**config.mk**
```make
export PLATFORM = sky130hd
export DESIGN_NAME = dma_channel_config_control
export DESIGN_NICKNAME = d
export VERILOG_FILES = /design/src/dma_cfg_pkg.sv /design/src/dma_channel_config_control.sv /design/src/req_sync.sv
export SDC_FILE = /design/constraint.sdc
export NUM_CORES = 1
export LEC_CHECK = 0
export ABC_AREA = 0
export BUFFER_PORTS_ARGS = -buffer_cell sky130_fd_sc_hd__buf_4
export CAP_MARGIN = 10
export CELL_PAD_IN_SITES_DETAIL_PLACEMENT = 1
export CELL_PAD_IN_SITES_GLOBAL_PLACEMENT = 1
export CORE_ASPECT_RATIO = 0.7
export CORE_MARGIN = 8
export CORE_UTILIZATION = 43
export CTS_CLUSTER_SIZE = 16
export DETAILED_ROUTE_END_ITERATION = 7
export GPL_TIMING_DRIVEN = 0
export HOLD_SLACK_MARGIN = 0.02
export PLACE_DENSITY = 0.86
export SLEW_MARGIN = 10
export SYNTH_ARGS = -nofsm -noshare
export SYNTH_HDL_FRONTEND = slang
export SYNTH_SLANG_ARGS = --single-unit
export TNS_END_PERCENT = 10
```
**constraint.sdc**
```tcl
create_clock -name pclk -period 2.25 [get_ports pclk]
set_input_delay 0.45 -clock pclk [delete_from_list [all_inputs] [get_ports pclk]]
set_output_delay 0.45 -clock pclk [all_outputs]
set_load 0.005 [all_outputs]
```
**src/dma_cfg_pkg.sv**
```systemverilog
package dma_cfg_pkg;

    // ---------------------------------------------------------------
    // register map (byte addresses)
    // ---------------------------------------------------------------
    localparam int ADDR_W = 12;
    localparam logic [11:0] CFG_OFF = 12'h000;
    localparam logic [11:0] CNT_OFF = 12'h004;
    localparam logic [11:0] STAT_OFF = 12'h008;
    localparam logic [11:0] MASK_OFF = 12'h00C;

    // ---------------------------------------------------------------
    // channel_config_word fields
    // ---------------------------------------------------------------
    localparam int EN_BIT = 0;
    localparam int SRC_LSB = 1;
    localparam int LINE_W = 4;
    localparam int DST_LSB = 6;
    localparam int FLOW_LSB = 11;
    localparam int FLOW_W = 3;
    localparam int ERR_IE_BIT = 14;
    localparam int TC_IE_BIT = 15;
    localparam int BUSY_BIT = 17;
    localparam int HALT_BIT = 18;
    localparam int REQ_LINES = 16;

    // ---------------------------------------------------------------
    // flow codes, status bits, reset values
    // ---------------------------------------------------------------
    localparam logic [2:0] FLOW_M2M = 3'h0;
    localparam logic [2:0] FLOW_M2P = 3'h1;
    localparam logic [2:0] FLOW_P2M = 3'h2;
    localparam int IRQ_ERR_BIT = 0;
    localparam int IRQ_TC_BIT = 1;
    localparam int IRQ_W = 2;
    localparam int CNT_W = 12;
    localparam logic [31:0] CFG_RESET = 32'h0000_0000;
    localparam logic [11:0] CNT_RESET = 12'h000;
    localparam logic [1:0] IRQ_RESET = 2'h0;

    typedef enum logic {ST_IDLE, ST_RUN} chan_state_t;

endpackage

```
**src/dma_channel_config_control.sv**
```systemverilog
// Implementation choices: the APB slave port and the placing of the registers.
`timescale 1ns/10ps
// Summary of operation
// [RL1] error events raise the interrupt only while error_irq_enable is 1.
// [RL2] the three-bit flow field picks memory-memory, memory-peripheral or peripheral-memory.
// [RL3] dest_request_line picks the destination request and is ignored when memory is the sink.
// [RL4] src_request_line picks the source request and is ignored when memory is the source.
// [RL5] the channel runs while its enable bit is 1, and in memory flow writing 1 starts it.
// [RL6] the enable bit clears itself when the remaining transfer count reaches zero.
// [RL7] disabling mid-transfer flushes the channel fifo and software must reprogram the channel.
// [RL8] software pauses by setting hold, waiting for the fifo flag to drop, then disabling.
// [RL9] in memory-to-memory flow peripheral requests never start the channel.
// [RL10] the hold bit at position 18 blocks all incoming requests while it is 1.
// [RL11] the read-only flag at position 17 is 1 while the channel fifo holds data.
// [RL12] reserved configuration bits are written as zero and have no effect.
module dma_channel_config_control #(
    parameter int CNT_W = dma_cfg_pkg::CNT_W,
    parameter int REQ_LINES = dma_cfg_pkg::REQ_LINES
) (
    // clock, reset, enable
    input wire logic pclk,
    input wire logic presetn,
    input wire logic ce,
    // apb slave
    input wire logic psel,
    input wire logic penable,
    input wire logic pwrite,
    input wire logic [11:0] paddr,
    input wire logic [31:0] pwdata,
    output logic [31:0] prdata,
    output logic pready,
    output logic pslverr,
    // peripheral request pins
    input wire logic [REQ_LINES-1:0] src_req_pin,
    input wire logic [REQ_LINES-1:0] dst_req_pin,
    // datapath status
    input wire logic beat_done,
    input wire logic fifo_has_data,
    input wire logic chan_err,
    // datapath control
    output logic chan_run,
    output logic [2:0] flow_mode,
    output logic src_req_out,
    output logic dst_req_out,
    output logic m2m_start,
    output logic fifo_flush,
    output logic irq
);

    // ---------------------------------------------------------------
    // state
    // ---------------------------------------------------------------
    dma_cfg_pkg::chan_state_t state_ff, nxt_state;
    logic en_ff, nxt_en;
    logic halt_ff, nxt_halt;
    logic err_ie_ff, nxt_err_ie;
    logic tc_ie_ff, nxt_tc_ie;
    logic [2:0] flow_ff, nxt_flow;
    logic [3:0] src_line_ff, nxt_src_line;
    logic [3:0] dst_line_ff, nxt_dst_line;
    logic [CNT_W-1:0] cnt_ff, nxt_cnt;
    logic [1:0] stat_ff, nxt_stat;
    logic [1:0] mask_ff, nxt_mask;
    logic [31:0] prdata_ff, nxt_prdata;
    logic pready_ff, pslverr_ff, nxt_pslverr;
    logic src_req_ff, dst_req_ff, start_ff, flush_ff, irq_ff;
    logic [REQ_LINES-1:0] src_sync, dst_sync;

    function automatic logic hit(input logic [11:0] a, input logic [11:0] off);
        hit = (a[11:2] == off[11:2]);
    endfunction

    // ---------------------------------------------------------------
    // request pin synchronisers
    // ---------------------------------------------------------------
    req_sync #(.WIDTH(REQ_LINES)) u_src_sync (
        .pclk(pclk),
        .presetn(presetn),
        .ce(ce),
        .async_in(src_req_pin),
        .sync_out(src_sync)
    );

    req_sync #(.WIDTH(REQ_LINES)) u_dst_sync (
        .pclk(pclk),
        .presetn(presetn),
        .ce(ce),
        .async_in(dst_req_pin),
        .sync_out(dst_sync)
    );

    // ---------------------------------------------------------------
    // bus decode
    // ---------------------------------------------------------------
    wire setup = psel && !penable;
    wire acc = psel && penable && pready_ff;
    wire wr = acc && pwrite;
    wire wr_cfg = wr && hit(paddr, dma_cfg_pkg::CFG_OFF);
    wire wr_cnt = wr && hit(paddr, dma_cfg_pkg::CNT_OFF);
    wire wr_stat = wr && hit(paddr, dma_cfg_pkg::STAT_OFF);
    wire wr_mask = wr && hit(paddr, dma_cfg_pkg::MASK_OFF);
    wire mapped = hit(paddr, dma_cfg_pkg::CFG_OFF) || hit(paddr, dma_cfg_pkg::CNT_OFF)
        || hit(paddr, dma_cfg_pkg::STAT_OFF) || hit(paddr, dma_cfg_pkg::MASK_OFF);
    wire wr_en_bit = pwdata[dma_cfg_pkg::EN_BIT];
    wire [2:0] wr_flow = pwdata[dma_cfg_pkg::FLOW_LSB +: dma_cfg_pkg::FLOW_W];

    // ---------------------------------------------------------------
    // channel control
    // ---------------------------------------------------------------
    wire flow_m2m = (flow_ff == dma_cfg_pkg::FLOW_M2M); // RL2
    wire flow_m2p = (flow_ff == dma_cfg_pkg::FLOW_M2P); // RL2
    wire flow_p2m = (flow_ff == dma_cfg_pkg::FLOW_P2M); // RL2
    wire last_beat = en_ff && beat_done && (cnt_ff == CNT_W'(1)); // RL6
    wire sw_start = wr_cfg && wr_en_bit && !en_ff;
    wire sw_stop = wr_cfg && !wr_en_bit && en_ff;
    wire mid_stop = sw_stop && (cnt_ff != '0); // RL7
    wire req_open = en_ff && !halt_ff; // RL10
    wire src_pick = src_sync[src_line_ff]; // RL4
    wire dst_pick = dst_sync[dst_line_ff]; // RL3
    wire err_evt = chan_err && en_ff && err_ie_ff; // RL1
    wire tc_evt = last_beat && tc_ie_ff;
    wire [1:0] evt_vec = {tc_evt, err_evt};
    wire [31:0] cfg_view = {13'h0000, halt_ff, fifo_has_data, 1'b0, tc_ie_ff, err_ie_ff,
        flow_ff, 1'b0, dst_line_ff, 1'b0, src_line_ff, en_ff}; // RL11 RL12

    always_comb
    begin
        nxt_en = en_ff;
        nxt_halt = halt_ff;
        nxt_err_ie = err_ie_ff;
        nxt_tc_ie = tc_ie_ff;
        nxt_flow = flow_ff;
        nxt_src_line = src_line_ff;
        nxt_dst_line = dst_line_ff;
        nxt_state = state_ff;
        if (wr_cfg)
        begin
            // reserved bits are simply not stored
            nxt_en = wr_en_bit; // RL5
            nxt_halt = pwdata[dma_cfg_pkg::HALT_BIT]; // RL10
            nxt_err_ie = pwdata[dma_cfg_pkg::ERR_IE_BIT]; // RL1
            nxt_tc_ie = pwdata[dma_cfg_pkg::TC_IE_BIT];
            nxt_flow = wr_flow; // RL2
            nxt_src_line = pwdata[dma_cfg_pkg::SRC_LSB +: dma_cfg_pkg::LINE_W]; // RL4
            nxt_dst_line = pwdata[dma_cfg_pkg::DST_LSB +: dma_cfg_pkg::LINE_W]; // RL3
        end
        if (last_beat)
        begin
            nxt_en = 1'b0; // RL6
        end
        case (state_ff)
            dma_cfg_pkg::ST_IDLE: if (nxt_en) nxt_state = dma_cfg_pkg::ST_RUN;
            dma_cfg_pkg::ST_RUN: if (!nxt_en) nxt_state = dma_cfg_pkg::ST_IDLE;
            default: nxt_state = dma_cfg_pkg::ST_IDLE;
        endcase
    end

    assign nxt_cnt = wr_cnt ? pwdata[CNT_W-1:0]
        : (en_ff && beat_done && cnt_ff != '0) ? cnt_ff - CNT_W'(1) : cnt_ff;
    // set wins over clear
    assign nxt_stat = (wr_stat ? (stat_ff & ~pwdata[1:0]) : stat_ff) | evt_vec;
    assign nxt_mask = wr_mask ? pwdata[1:0] : mask_ff;
    assign nxt_pslverr = setup && !mapped;

    always_comb
    begin
        nxt_prdata = 32'h0000_0000;
        if (hit(paddr, dma_cfg_pkg::CFG_OFF))
            nxt_prdata = cfg_view;
        else if (hit(paddr, dma_cfg_pkg::CNT_OFF))
            nxt_prdata = 32'(cnt_ff);
        else if (hit(paddr, dma_cfg_pkg::STAT_OFF))
            nxt_prdata = {30'h0000_0000, stat_ff};
        else if (hit(paddr, dma_cfg_pkg::MASK_OFF))
            nxt_prdata = {30'h0000_0000, mask_ff};
    end

    // ---------------------------------------------------------------
    // registers
    // ---------------------------------------------------------------
    always_ff @(posedge pclk or negedge presetn)
    begin
        if (!presetn)
        begin
            state_ff <= dma_cfg_pkg::ST_IDLE;
            en_ff <= dma_cfg_pkg::CFG_RESET[dma_cfg_pkg::EN_BIT];
            halt_ff <= dma_cfg_pkg::CFG_RESET[dma_cfg_pkg::HALT_BIT];
            err_ie_ff <= dma_cfg_pkg::CFG_RESET[dma_cfg_pkg::ERR_IE_BIT];
            tc_ie_ff <= dma_cfg_pkg::CFG_RESET[dma_cfg_pkg::TC_IE_BIT];
            flow_ff <= dma_cfg_pkg::FLOW_M2M;
            src_line_ff <= 4'h0;
            dst_line_ff <= 4'h0;
            cnt_ff <= CNT_W'(dma_cfg_pkg::CNT_RESET);
            stat_ff <= dma_cfg_pkg::IRQ_RESET;
            mask_ff <= dma_cfg_pkg::IRQ_RESET;
        end
        else if (ce)
        begin
            state_ff <= nxt_state;
            en_ff <= nxt_en;
            halt_ff <= nxt_halt;
            err_ie_ff <= nxt_err_ie;
            tc_ie_ff <= nxt_tc_ie;
            flow_ff <= nxt_flow;
            src_line_ff <= nxt_src_line;
            dst_line_ff <= nxt_dst_line;
            cnt_ff <= nxt_cnt;
            stat_ff <= nxt_stat;
            mask_ff <= nxt_mask;
        end
    end

    // ---------------------------------------------------------------
    // registered outputs
    // ---------------------------------------------------------------
    always_ff @(posedge pclk or negedge presetn)
    begin
        if (!presetn)
        begin
            prdata_ff <= 32'h0000_0000;
            pready_ff <= 1'b0;
            pslverr_ff <= 1'b0;
            src_req_ff <= 1'b0;
            dst_req_ff <= 1'b0;
            start_ff <= 1'b0;
            flush_ff <= 1'b0;
            irq_ff <= 1'b0;
        end
        else if (ce)
        begin
            prdata_ff <= setup ? nxt_prdata : prdata_ff;
            pready_ff <= setup;
            pslverr_ff <= nxt_pslverr;
            src_req_ff <= req_open && flow_p2m && src_pick; // RL4 RL9 RL10
            dst_req_ff <= req_open && flow_m2p && dst_pick; // RL3 RL9 RL10
            start_ff <= sw_start && (wr_flow == dma_cfg_pkg::FLOW_M2M); // RL5 RL9
            flush_ff <= mid_stop; // RL7
            irq_ff <= |(nxt_stat & nxt_mask);
        end
    end

    assign prdata = prdata_ff;
    assign pready = pready_ff;
    assign pslverr = pslverr_ff;
    assign chan_run = en_ff;
    assign flow_mode = flow_ff;
    assign src_req_out = src_req_ff;
    assign dst_req_out = dst_req_ff;
    assign m2m_start = start_ff;
    assign fifo_flush = flush_ff;
    assign irq = irq_ff;
endmodule

```
**src/req_sync.sv**
```systemverilog
`timescale 1ns/10ps
module req_sync #(
    parameter int WIDTH = 16
) (
    // clock, reset, enable
    input wire logic pclk,
    input wire logic presetn,
    input wire logic ce,
    // pins in, synchronised out
    input wire logic [WIDTH-1:0] async_in,
    output logic [WIDTH-1:0] sync_out
);

    logic [WIDTH-1:0] meta_ff;
    logic [WIDTH-1:0] sync_ff;

    always_ff @(posedge pclk or negedge presetn)
    begin
        if (!presetn)
        begin
            meta_ff <= '0;
            sync_ff <= '0;
        end
        else if (ce)
        begin
            meta_ff <= async_in;
            sync_ff <= meta_ff;
        end
    end

    assign sync_out = sync_ff;

endmodule

```
==> out/results.ini <==
[status]
status = complete, but fails checks
violations = setup timing

[place]
place_area_um2 = 6452
pre_cts_slack_ps = -515.9
hpwl_um = 11190
dp_cells = 688
gp_congestion = 0.8739
port-buffer-count = 95

[timing]
layout_min_cycle_time_ps = 2274
skew_ps = 9.200
finalSetupViolations = 10
rsz0062_at_grt = true
finalSetupTns_ps = -157.1
setup_ws_ps = -24.33
finalCritPeriodShare_pct = 101.1
tightest_slew_ps = 694.3
final_max_slew_viol_count = 0
slew_headroom_pct = 53.71
max_freq_ghz = 0.4397
hold_viol = 0

[finish]
antenna_cells = 0
num-fill-cells = 1230
stdcell_area_um2 = 7134
area_delta_synth_final_pct = 31.26
drive_gt1_share_pct = 45.78
fin_nets = 634
register_area_um2 = 3007
finalNonFillerCells = 719
multi_input_area_um2 = 2302

[routing]
drt_iter0_drc = 337
via_per_inst = 5.690
post-route-drc-count = 0
first_pass_iters = 5
drtAntennaViolNets = 0
drt-wirelength-per-cell_um = 22.40
via_count = 4091
wl_um = 16110

[yosys]
ys_types = 49
synth_area_leaders = dfrtp_1 55%, mux2_2 17%, mux4_2 5.0%
syn_area_um2 = 5435
syn_avg_cell_area_um2 = 13.03
synthTopCellsByCount = 120 x dfrtp_1, 81 x mux2_2, 19 x clkbuf_1
synth-seq-cells = 120
synth_top_area_cell = dfrtp_1
synth_cells = 417
yosysWarnings = 0
synthFlopType = dfrtp_1
synthArstFlopShare_pct = 100.0
yosysTopAreaCellShare_pct = 55.25
seq_area_frac_synth_pct = 55.25
synth.most_common_cell = dfrtp_1
synth_edf_count = 0

[die]
die_x_um = 150.4
ios = 128
die-area_um2 = 16550
core_um2 = 12380
die_height_um = 110.1
row_count = 34
initial_core_util_pct = 43.91

[pwr]
cellLeakagePower_nw = 3.288
power.total_mw = 5.640
power.density_nw_per_um2 = 790.5
irDropWorstVdd_v = 0.0005506

[hold_path]
hp-class = in -> reg

[setup_path]
crit_fanout = 10
worstPathArrival_ps = 2570
crit_type = in -> reg
r2r_slack_ps = 10
crit_required_ps = 2550
crit_path_start_kind = input port
critPathCaptureType = register

[grt]
grt_pass1_vias = 4585
grt_usage_pct = 20.05
grt_pass1_wl_um = 25250
grt.overflow.total = 0
antenna_found_initial = 0
grt_max_degree = 84

[clocking]
htreeDepth = 4
clkLatencyLatePin_ps = 420
cts_made_buffers = 17
clk_pin_slew_ps = 50
numClockSinks = 120
cts_buffer_depth = 2
clock-root-buffer = clkbuf_16
cts_tree = yes

[run]
maxCapViolCount = 0

==> cell families after synthesis <==
family	count (synthesis)	share of synthesized area, %
buf+inv	52	4.673
other cells	1	0.06899
compound gates	67	9.116
mux	94	21.94
xor+xnor	1	0.1612
simple gates	79	8.103
fa+ha+maj	3	0.6907
flops	120	55.25
==> critical path, cell delays in order <==
cell and delay, ps:
buf_4 110, or4_4 520, buf_6 160, nor3_1 260
nand3_1 370, buf_2 370, mux2_2 320
==> timing repair <==
action                                  CTS  global route
hold buffers                              1             0
endpoints found under the hold margin    37             0
setup buffers                             0             0
gates resized for setup                   7            13
endpoints found under the setup margin   24            24
==> per-stage QoR <==
stage	utilization (%)	hold slack, ps
floorplan	-	154.4
global placement	51.87	478.2
detailed placement	52.12	377.5
CTS	57.30	239.1
global route	57.63	249.3
finish	57.63	247.0
==> layer usage <==
| metal | part of all wire (%) | vias up | GRT usage, % | routed length [um] |
|---|---|---|---|---|
| met5 | 0 | - | 0 | 0 |
| met4 | 2.2 | 0 | 7.818 | 352 |
| met3 | 7.0 | 35 | 6.525 | 1123 |
| met2 | 48 | 156 | 31.65 | 7779 |
| met1 | 43 | 2107 | 25.43 | 6852 |
| li1 | - | 1793 | - | - |
==> worst paths after layout <==
path	from	end	cells past startpoint
max	paddr[5]	dst_line_ff[2]$_DFFE_PN0P_	7
min	fifo_has_data	prdata[17]$_DFFE_PN0P_	2
max reg2reg	pready$_DFFE_PN0P_	dst_line_ff[2]$_DFFE_PN0P_	5
min reg2reg	dst_req_out$_DFFE_PN0P_	dst_req_out$_DFFE_PN0P_	1
max in group asynchronous	presetn	chan_run$_DFFE_PN0P_	3
min in group asynchronous	presetn	mask_ff[0]$_DFFE_PN0P_	2
==> area by class of cell <==
type	count	area share [%]
Clock inverter	8	1.701
Sequential cell	120	42.14
Multi-Input combinational cell	258	32.27
Buffer	38	3.087
Inverter	14	0.7366
Timing Repair Buffer	97	10.58
Clock buffer	22	6.647
Tap cell	162	2.841
==> cells in the final DEF, fill, tap and decap left out, types with 3 or more instances in the layout <==
master | Yosys | final
dfrtp_1 | 120 | 117
buf_4 | 14 | 108
mux2_2 | 81 | 81
clkbuf_1 | 19 | 18
clkbuf_16 | 0 | 17
nand2_1 | 15 | 15
inv_1 | 14 | 14
nor2_1 | 15 | 14
conb_1 | 1 | 14
mux4_2 | 12 | 12
a22o_1 | 11 | 11
nand4_1 | 11 | 11
a21oi_1 | 10 | 10
o21ai_0 | 9 | 9
a222oi_1 | 8 | 8
nor3_1 | 5 | 5
nand3_1 | 5 | 5
o22ai_1 | 5 | 5
or4_4 | 0 | 4
a2bb2oi_1 | 4 | 4
buf_6 | 0 | 3
or3_1 | 3 | 3
buf_2 | 5 | 3
nor4_2 | 1 | 3
nor3b_1 | 3 | 3
a22oi_1 | 3 | 3
ha_1 | 3 | 3
dfrtp_2 | 0 | 3
clkbuf_8 | 0 | 3
clkinv_2 | 0 | 3
bufinv_16 | 0 | 3
==> state kept, by name (all words and copies together) (netlist names), 3 cells and up <==
signal / flops
prdata: 18
u_dst_sync.meta_ff: 16
u_dst_sync.sync_out: 16
u_src_sync.meta_ff: 16
u_src_sync.sync_out: 16
cnt_ff: 12
dst_line_ff: 4
src_line_ff: 4
flow_mode: 3
==> report_power, final <==
part | total [mW] | internal (mW) | switching (mW)
Combinational | 0.482 | 0.273 | 0.208
Clock | 2.76 | 1.81 | 0.952
Sequential | 2.39 | 2.31 | 0.0826
Note: power is estimated with default switching activity, not from simulation.
